==> src/rtl/rcpd_cfg.svh <==
`ifndef RCPD_CFG_SVH
`define RCPD_CFG_SVH

// Core clock period in ns (25 MHz).
`define RCPD_CLK_PERIOD_NS 40
// Nominal PWM period rate in kHz.
`define RCPD_PWM_FREQ_KHZ 29
// Core cycles per PWM step, rounded to nearest: 512 steps per period.
// At 25 MHz this is two cycles, a period near 24 kHz; one cycle would
// overshoot to near 49 kHz, so two is the closest the clock allows.
`define RCPD_STEP_CYCLES \
  ((2000000 / (`RCPD_PWM_FREQ_KHZ * 512 * `RCPD_CLK_PERIOD_NS) + 1) / 2)
// Nominal sleep deglitch time in ms and its cycle count.
`define RCPD_SLEEP_DEGLITCH_MS 30
`define RCPD_SLEEP_DEGLITCH_CYCLES \
  (`RCPD_SLEEP_DEGLITCH_MS * 1000000 / `RCPD_CLK_PERIOD_NS)
// Reset value of the intensity level.
`define RCPD_INTENSITY_RESET 8'hFF
// Number of channels and modules.
`define RCPD_CHANNELS 12
`define RCPD_MODULES 4
// Last value of the 9-bit period counter.
`define RCPD_PERIOD_LAST 9'h1FF

`endif

==> src/rtl/rcpd_pkg.sv <==
package rcpd_pkg;

  typedef enum logic [1:0]
  {
    RCPD_PH_LEAD = 2'b00,
    RCPD_PH_CENTRE = 2'b01,
    RCPD_PH_TRAIL = 2'b10
  } rcpd_phase_type;

  typedef struct packed
  {
    logic core_active;
    logic log_scale_en;
    logic dither_en;
    logic autosleep_en;
  } rcpd_ctrl_type;

endpackage

==> src/rtl/rcpd_dimmer.sv <==
// How it works
// - Every channel has its own 8-bit colour level.
// - Each three consecutive channels share one module intensity level.
// - Intensity has 256 steps per module.
// - Intensity resets to all ones, meaning colour levels pass unscaled.
// - One global bit selects log or linear intensity mapping.
// - Channel duty is colour level times mapped intensity.
// - 12-bit duty from 9-bit PWM plus 3 dither bits.
// - Dithering lengthens the pulse by one step in duty[2:0] of every eight periods.
// - Dither on after reset; cleared gives plain 9-bit PWM.
// - PWM period runs near 24 kHz from the internal clock.
// - Channels 0,3,6,9 have a fixed rising edge at period start.
// - Channels 1,4,7,10 are centred on the period midpoint.
// - Channels 2,5,8,11 have a fixed falling edge at period end.
// - Power-save entered after all channels off for the deglitch time.
// - Host interface reset within 3 us of enable falling.
// - Power-save keeps settings and leaves on any addressed command.
// - Clearing core active switches all sink outputs off.
`timescale 1ns/100ps
`include "rcpd_cfg.svh"

module rcpd_dimmer #(
  parameter int SLEEP_CYCLES = `RCPD_SLEEP_DEGLITCH_CYCLES
)
(
  // Clock and reset.
  input wire logic core_clk,
  input wire logic reset,
  // Settings.
  input wire logic [`RCPD_CHANNELS*8-1:0] channel_colour_level,
  input wire logic [`RCPD_MODULES*8-1:0] module_intensity_level,
  input wire rcpd_pkg::rcpd_ctrl_type ctrl,
  // Host interface events, from the host bus logic on this clock.
  input wire logic host_cmd_seen,
  // Enable pin, asynchronous.
  input wire logic chip_enable_pin,
  // Outputs.
  output logic [`RCPD_CHANNELS-1:0] sink_output,
  output logic power_save,
  output logic host_if_reset
);

  //////////////////////////////////////////////////////////////////////////
  // Enable pin synchroniser and host interface reset.

  logic en_meta;
  logic en_sync;
  logic en_prev;
  logic next_host_if_reset;

  // A falling enable resets the host side two to three cycles later,
  // far inside the 3 us allowed.
  always_comb
  begin
    next_host_if_reset = en_prev && !en_sync;
  end

  always_ff @(posedge core_clk)
  begin
    if (reset)
    begin
      en_meta <= 1'b0;
      en_sync <= 1'b0;
      en_prev <= 1'b0;
      host_if_reset <= 1'b0;
    end
    else
    begin
      en_meta <= chip_enable_pin;
      en_sync <= en_meta;
      en_prev <= en_sync;
      host_if_reset <= next_host_if_reset;
    end
  end

  //////////////////////////////////////////////////////////////////////////
  // Step divider and period counter.

  localparam logic [7:0] STEP_LAST = 8'(`RCPD_STEP_CYCLES - 1);

  logic [7:0] div_count;
  logic [7:0] next_div_count;
  logic [8:0] period_count;
  logic [8:0] next_period_count;
  logic [2:0] dither_phase;
  logic [2:0] next_dither_phase;
  logic step_en;

  always_comb
  begin
    step_en = (div_count == STEP_LAST);
    next_div_count = step_en ? 8'h00 : div_count + 8'h01;
    next_period_count = period_count;
    next_dither_phase = dither_phase;
    if (step_en)
    begin
      next_period_count = period_count + 9'h001;
      if (period_count == `RCPD_PERIOD_LAST)
      begin
        next_dither_phase = dither_phase + 3'h1;
      end
    end
  end

  always_ff @(posedge core_clk)
  begin
    if (reset)
    begin
      div_count <= 8'h00;
      period_count <= 9'h000;
      dither_phase <= 3'h0;
    end
    else
    begin
      div_count <= next_div_count;
      period_count <= next_period_count;
      dither_phase <= next_dither_phase;
    end
  end

  //////////////////////////////////////////////////////////////////////////
  // Intensity mapping and duty product.

  // Log curve: each 32-level segment doubles the factor and is linear
  // inside, giving an 8-bit factor. Exact curve shape is not critical to
  // colour balance, so a shift beats a table here.
  function automatic logic [7:0] log_map(input logic [7:0] lvl);
    logic [2:0] seg;
    logic [4:0] frac;
    logic [13:0] base;
    seg = lvl[7:5];
    frac = lvl[4:0];
    base = 14'({1'b1, frac}) << seg;
    log_map = (lvl == 8'h00) ? 8'h00 : base[12:5];
    if (lvl == 8'hFF)
    begin
      log_map = 8'hFF;
    end
  endfunction

  logic [11:0] duty [`RCPD_CHANNELS];
  logic any_on;

  always_comb
  begin
    logic [7:0] factor;
    logic [15:0] product;
    factor = 8'h00;
    product = 16'h0000;
    any_on = 1'b0;
    for (int ch = 0; ch < `RCPD_CHANNELS; ch++)
    begin
      factor = module_intensity_level[(ch/3)*8 +: 8];
      if (ctrl.log_scale_en)
      begin
        factor = log_map(factor);
      end
      // Full intensity passes the colour level through unscaled.
      product = channel_colour_level[ch*8 +: 8] * factor;
      if (factor == `RCPD_INTENSITY_RESET)
      begin
        product = {channel_colour_level[ch*8 +: 8], 8'h00};
      end
      duty[ch] = product[15:4];
      any_on = any_on | (duty[ch] != 12'h000);
    end
  end

  //////////////////////////////////////////////////////////////////////////
  // Channel generators.

  logic [`RCPD_CHANNELS-1:0] chan_out;

  for (genvar g = 0; g < `RCPD_CHANNELS; g++)
  begin : g_chan
    localparam rcpd_pkg::rcpd_phase_type PH =
      rcpd_pkg::rcpd_phase_type'(g % 3);
    rcpd_channel #(
      .PHASE(PH)
    ) u_chan (
      .core_clk(core_clk),
      .reset(reset),
      .step_en(step_en),
      .period_count(period_count),
      .dither_phase(dither_phase),
      .duty(duty[g]),
      .dither_en(ctrl.dither_en),
      .core_active(ctrl.core_active && !power_save),
      .sink_output(chan_out[g])
    );
  end

  always_comb
  begin
    sink_output = chan_out;
  end

  //////////////////////////////////////////////////////////////////////////
  // Power-save deglitch timer.

  logic [23:0] idle_count;
  logic [23:0] next_idle_count;
  logic next_power_save;
  logic any_on_held;
  logic next_any_on_held;

  always_comb
  begin
    next_idle_count = idle_count;
    next_power_save = power_save;
    next_any_on_held = any_on_held;
    // Channels take new duty only at a period end, so this held copy keeps
    // the timer from starting while old pulses are still running.
    if (step_en && period_count == `RCPD_PERIOD_LAST)
    begin
      next_any_on_held = any_on;
    end
    if (!ctrl.core_active || !ctrl.autosleep_en || any_on || any_on_held)
    begin
      next_idle_count = 24'h000000;
      next_power_save = 1'b0;
    end
    else if (idle_count != 24'(SLEEP_CYCLES))
    begin
      next_idle_count = idle_count + 24'h000001;
    end
    else
    begin
      next_power_save = 1'b1;
    end
    // Settings are untouched; a command only wakes the core.
    if (host_cmd_seen)
    begin
      next_power_save = 1'b0;
      next_idle_count = 24'h000000;
    end
  end

  always_ff @(posedge core_clk)
  begin
    if (reset)
    begin
      idle_count <= 24'h000000;
      power_save <= 1'b0;
      any_on_held <= 1'b0;
    end
    else
    begin
      idle_count <= next_idle_count;
      power_save <= next_power_save;
      any_on_held <= next_any_on_held;
    end
  end

endmodule

==> src/rtl/rcpd_channel.sv <==
`timescale 1ns/100ps
`include "rcpd_cfg.svh"

module rcpd_channel #(
  parameter rcpd_pkg::rcpd_phase_type PHASE = rcpd_pkg::RCPD_PH_LEAD
)
(
  // Clock and reset.
  input wire logic core_clk,
  input wire logic reset,
  // Timing.
  input wire logic step_en,
  input wire logic [8:0] period_count,
  input wire logic [2:0] dither_phase,
  // Duty.
  input wire logic [11:0] duty,
  input wire logic dither_en,
  input wire logic core_active,
  // Output.
  output logic sink_output
);

  logic [11:0] duty_held;
  logic [11:0] next_duty_held;
  logic next_sink_output;
  logic [9:0] width;
  logic [9:0] lo;
  logic [9:0] hi;
  logic extend;

  always_comb
  begin
    next_duty_held = duty_held;
    // A new duty is taken only as a period wraps, so no pulse is cut.
    if (step_en && period_count == `RCPD_PERIOD_LAST)
    begin
      next_duty_held = duty;
    end
    // One extra step in duty_held[2:0] of every eight periods.
    extend = dither_en && (dither_phase < duty_held[2:0]);
    width = {1'b0, duty_held[11:3]} + {9'h000, extend};
    lo = 10'h000;
    hi = width;
    unique case (PHASE)
      rcpd_pkg::RCPD_PH_LEAD:
      begin
        lo = 10'h000;
        hi = width;
      end
      rcpd_pkg::RCPD_PH_CENTRE:
      begin
        lo = 10'h100 - {1'b0, width[9:1]};
        hi = lo + width;
      end
      rcpd_pkg::RCPD_PH_TRAIL:
      begin
        lo = 10'h200 - width;
        hi = 10'h200;
      end
    endcase
    next_sink_output = core_active
      && ({1'b0, period_count} >= lo) && ({1'b0, period_count} < hi);
  end

  always_ff @(posedge core_clk)
  begin
    if (reset)
    begin
      duty_held <= 12'h000;
      sink_output <= 1'b0;
    end
    else
    begin
      duty_held <= next_duty_held;
      sink_output <= next_sink_output;
    end
  end

endmodule

==> config.mk <==
export PLATFORM = sky130hd
export DESIGN_NAME = rcpd_dimmer
export DESIGN_NICKNAME = d
export VERILOG_FILES = /design/src/rtl/rcpd_pkg.sv /design/src/rtl/rcpd_dimmer.sv /design/src/rtl/rcpd_channel.sv
export VERILOG_INCLUDE_DIRS = /design/src /design/src/rtl
export SDC_FILE = /design/constraint.sdc
export NUM_CORES = 2
export LEC_CHECK = 0
export ABC_AREA = 0
export BUFFER_PORTS_ARGS = -buffer_cell sky130_fd_sc_hd__clkbuf_2
export CORE_ASPECT_RATIO = 0.9
export CORE_MARGIN = 2
export CORE_UTILIZATION = 30
export DETAILED_ROUTE_END_ITERATION = 16
export PLACE_DENSITY = 0.51
export SLEW_MARGIN = 0
export SYNTH_ARGS = -nofsm -noshare
export SYNTH_HDL_FRONTEND = slang
export SYNTH_SLANG_ARGS = --single-unit
==> constraint.sdc <==
create_clock -name core_clk -period 7.8 [get_ports core_clk]
set_input_delay 0.78 -clock core_clk [delete_from_list [all_inputs] [get_ports core_clk]]
set_output_delay 0.78 -clock core_clk [all_outputs]
set_load 0.02 [all_outputs]
==> out/qor.yml <==
sta:
  relSlewSlack_pct: 28.1
  max_freq_mhz: 133
  fin_crit_sh_pct: 96.7
  rsz0062_at_grt: "no"
  setup_viol_count_final: 0
  worst_pin_slew_ns: 1.07
  slew_viol_final: 0
  hold_viol_final: 0
  min_period_ns: 7.55
  skew_ns: 0.0419
synthesis:
  syn-cell-area_mm2: 0.0436
  ys_async_sr_fraction_pct: 0
  avgSynthCellArea_um2: 8.00
  synthCells: 5445
  ys_seq_elements: 206
  synth_ff_type: "dfxtp_1"
  synth_edf_count: 0
  ys_warn_count: 0
  seq_area_frac_synth_pct: 9.46
  synthesis.nets: 6664
  synth.distinct_cells: 89
pwr:
  power_frac_clock_pct: 9.7
  power.share.switching_pct: 50.4
  powerDensity_mw_per_mm2: 241
  vdd_drop_max_v: 0.000158
  p_int_mw: 5.98
  seqPwrFrac_pct: 8.9
  combPwrFrac_pct: 81.4
  p_sw_mw: 6.07
  leakagePower_nw: 24.1
route:
  wl_per_cell_um: 17.2
  via_count: 37700
  postRouteAntennaNets: 0
  viasPerCell: 4.87
  first_pass_iters: 5
  drc: 0
  drt_iter0_drc: 2150
  drt_wl_total_mm: 133
cells_and_area:
  design_area_mm2: 0.0500
  area_delta_synth_final_pct: 14.7
  layout_common_cells: "inv_1, ha_1, nand2_1, fa_1, buf_4"
  nets: 6999
  layoutNonFillerInstCount: 7741
  layout-drive-gt1-share_pct: 12.0
  final_common_cell: "inv_1"
floorplanning:
  core_mm2: 0.144
  ios: 150
  initial_core_util_pct: 30.3
  die_h_um: 366
  dieWidth_um: 406
  dieArea_mm2: 0.148
  num_rows: 132
worst_setup_path:
  cp-endpoint: "idle_count[3]"
  critPathKind: "input port to flip-flop"
  slowest_delay_ns: 0.55
  critical_path.startpoint: "module_intensity_level[6]"
  start_kind: "input port"
  r2r_cells: 24
  regToRegSetupSlack_ns: 1.37
  slowest_stage: "fa_1"
  worstReg2RegEnd: "g_chan[1].u_chan.sink_output"
  required_ns: 8.25
  reg2reg_from: "dither_phase[1]"
  cp.arrival_ns: 8.00
  critPathCaptureType: "flip-flop"
  crit_fanout: 12
run_status:
  status: "completed"
cts:
  clock-sinks: 206
  worstSkewPairLatency_ns: 0.59
  cts_tree: "built"
  cts_made_buffers: 26
  cts_htree_levels: 1
  clock_path_buffers: 3
  cts.clk_slew.worst_paths_ns: 0.05
  cts_root_buf: "clkbuf_16"
job:
  maxCapViolCount: 0
worst_hold_path:
  min_path_type: "flip-flop to flip-flop"
  hold_depth: 1
placement:
  placed_area_mm2: 0.0491
  dp_cells: 7695
  gp_congestion: 0.869
  io_buffers: 149
  dp_hpwl_mm: 107
grt:
  grt_max_degree: 84
  antenna_found_initial: 6
  grt_pass1_vias: 38200
  track_usage_pct: 18.0
  grt_pass1_wl_mm: 214
  globalRouteOverflowTotal: 0
## worst min-delay path by stage
| stage | to | startpoint |
|---|---|---|
| after floorplan | host_if_reset | en_sync |
| after global placement | host_if_reset | en_sync |
| after detailed placement | host_if_reset | en_sync |
| after CTS | en_prev | reset |
| after global routing | en_prev | reset |
| final | host_if_reset | en_sync |
## kinds of logic (layout without fill, tap and decap cells)
group | Yosys count | count (layout) | synth area share (%)
other | 0 | 5 | 0
xor gates and xnor gates | 310 | 310 | 6.23
AOI/OAI and AO/OA | 924 | 924 | 13.7
adders and majority gates | 1083 | 1083 | 38.5
muxes | 60 | 60 | 1.39
DFF | 206 | 206 | 9.46
buffers and inverters | 1005 | 1353 | 8.93
and+or+nand+nor | 1857 | 1857 | 21.8
## state kept, by name, summed over array words and instances, names as in the netlist
| signal | cells |
|---|---|
| period_count | 9 |
| dither_phase | 3 |
| host_if_reset | 1 |
| idle_count | 24 |
| any_on_held | 1 |
| g_chan.u_chan.sink_output | 12 |
| en_meta | 1 |
| div_count | 8 |
| en_prev | 1 |
| power_save | 1 |
| en_sync | 1 |
| g_chan.u_chan.duty_held | 144 |
## critical path, delay by kind of cell
family,cells,cell delay (ns)
AO/OA/AOI/OAI,7,1.30
XOR/XNOR,1,0.14
adder cells (fa/ha/maj),5,2.30
buffers and inverters,9,1.14
AND/OR/NAND/NOR,8,2.31
## final cells by class
class	instances	area, um2
fill	15300	94000
multi-input combinational	4234	35700
sequential	206	4120
timing repair buffer	570	4100
inverter	742	2790
tap	1943	2430
clock buffer	33	727
clock inverter	8	80.1
antenna	5	12.5
## power groups by stage
stage | clock, mW | combinational (mW) | sequential (mW)
6_report | 1.17 | 9.81 | 1.07
2_1_floorplan | 0 | 5.48 | 1.09
5_1_grt | 1.25 | 10.9 | 1.07
3_5_place_dp | 0 | 9.76 | 1.09
3_3_place_gp | 0 | 9.73 | 1.09
4_1_cts | 1.21 | 9.84 | 1.07
## layer usage
metal  vias to the layer above  GRT usage, %  wire length, um  share of wire [%]
met5                         -             0                9             0.0068
li1                      18700             -                -                  -
met4                         2          3.33             2770                2.1
met1                     18300          25.4            64900                 49
met3                       114          1.48             4590                3.4
met2                       613          30.1            61000                 46
## cells in the mapped netlist, drive strengths merged, types with 136 or more instances
cell type,number,area (um2)
and2,386,2410
inv,739,2770
nand2,581,2180
dfxtp,206,4120
o21ai,160,801
a21oi,293,1470
clkbuf,192,722
ha,651,8150
fa,432,8650
nor2,298,1120
a21o,136,1020
xnor2,178,1560
## per-stage QoR
| step | setup TNS [ns] | power [mW] | util [%] | setup slack, ns | hold slack [ns] |
|---|---|---|---|---|---|
| after floorplan | 0 | 6.56 | - | 0.0157 | 0.390 |
| after global placement | -9.10 | 10.8 | 34.1 | -0.361 | 0.397 |
| after detailed placement | -9.74 | 10.9 | 34.1 | -0.405 | 0.409 |
| after CTS | 0 | 12.1 | 34.6 | 0.167 | 0.400 |
| after global routing | 0 | 13.2 | 34.7 | 0.00114 | 0.418 |
| final | 0 | 12.1 | 34.7 | 0.255 | 0.416 |
## what timing repair did
| item | CTS | global route |
|---|---|---|
| hold buffers | 0 | 0 |
| endpoints found under the setup margin | 0 | 26 |
| gates resized for setup | 0 | 24 |
| setup buffers | 0 | 0 |
Power figures use the tool's default switching activity.
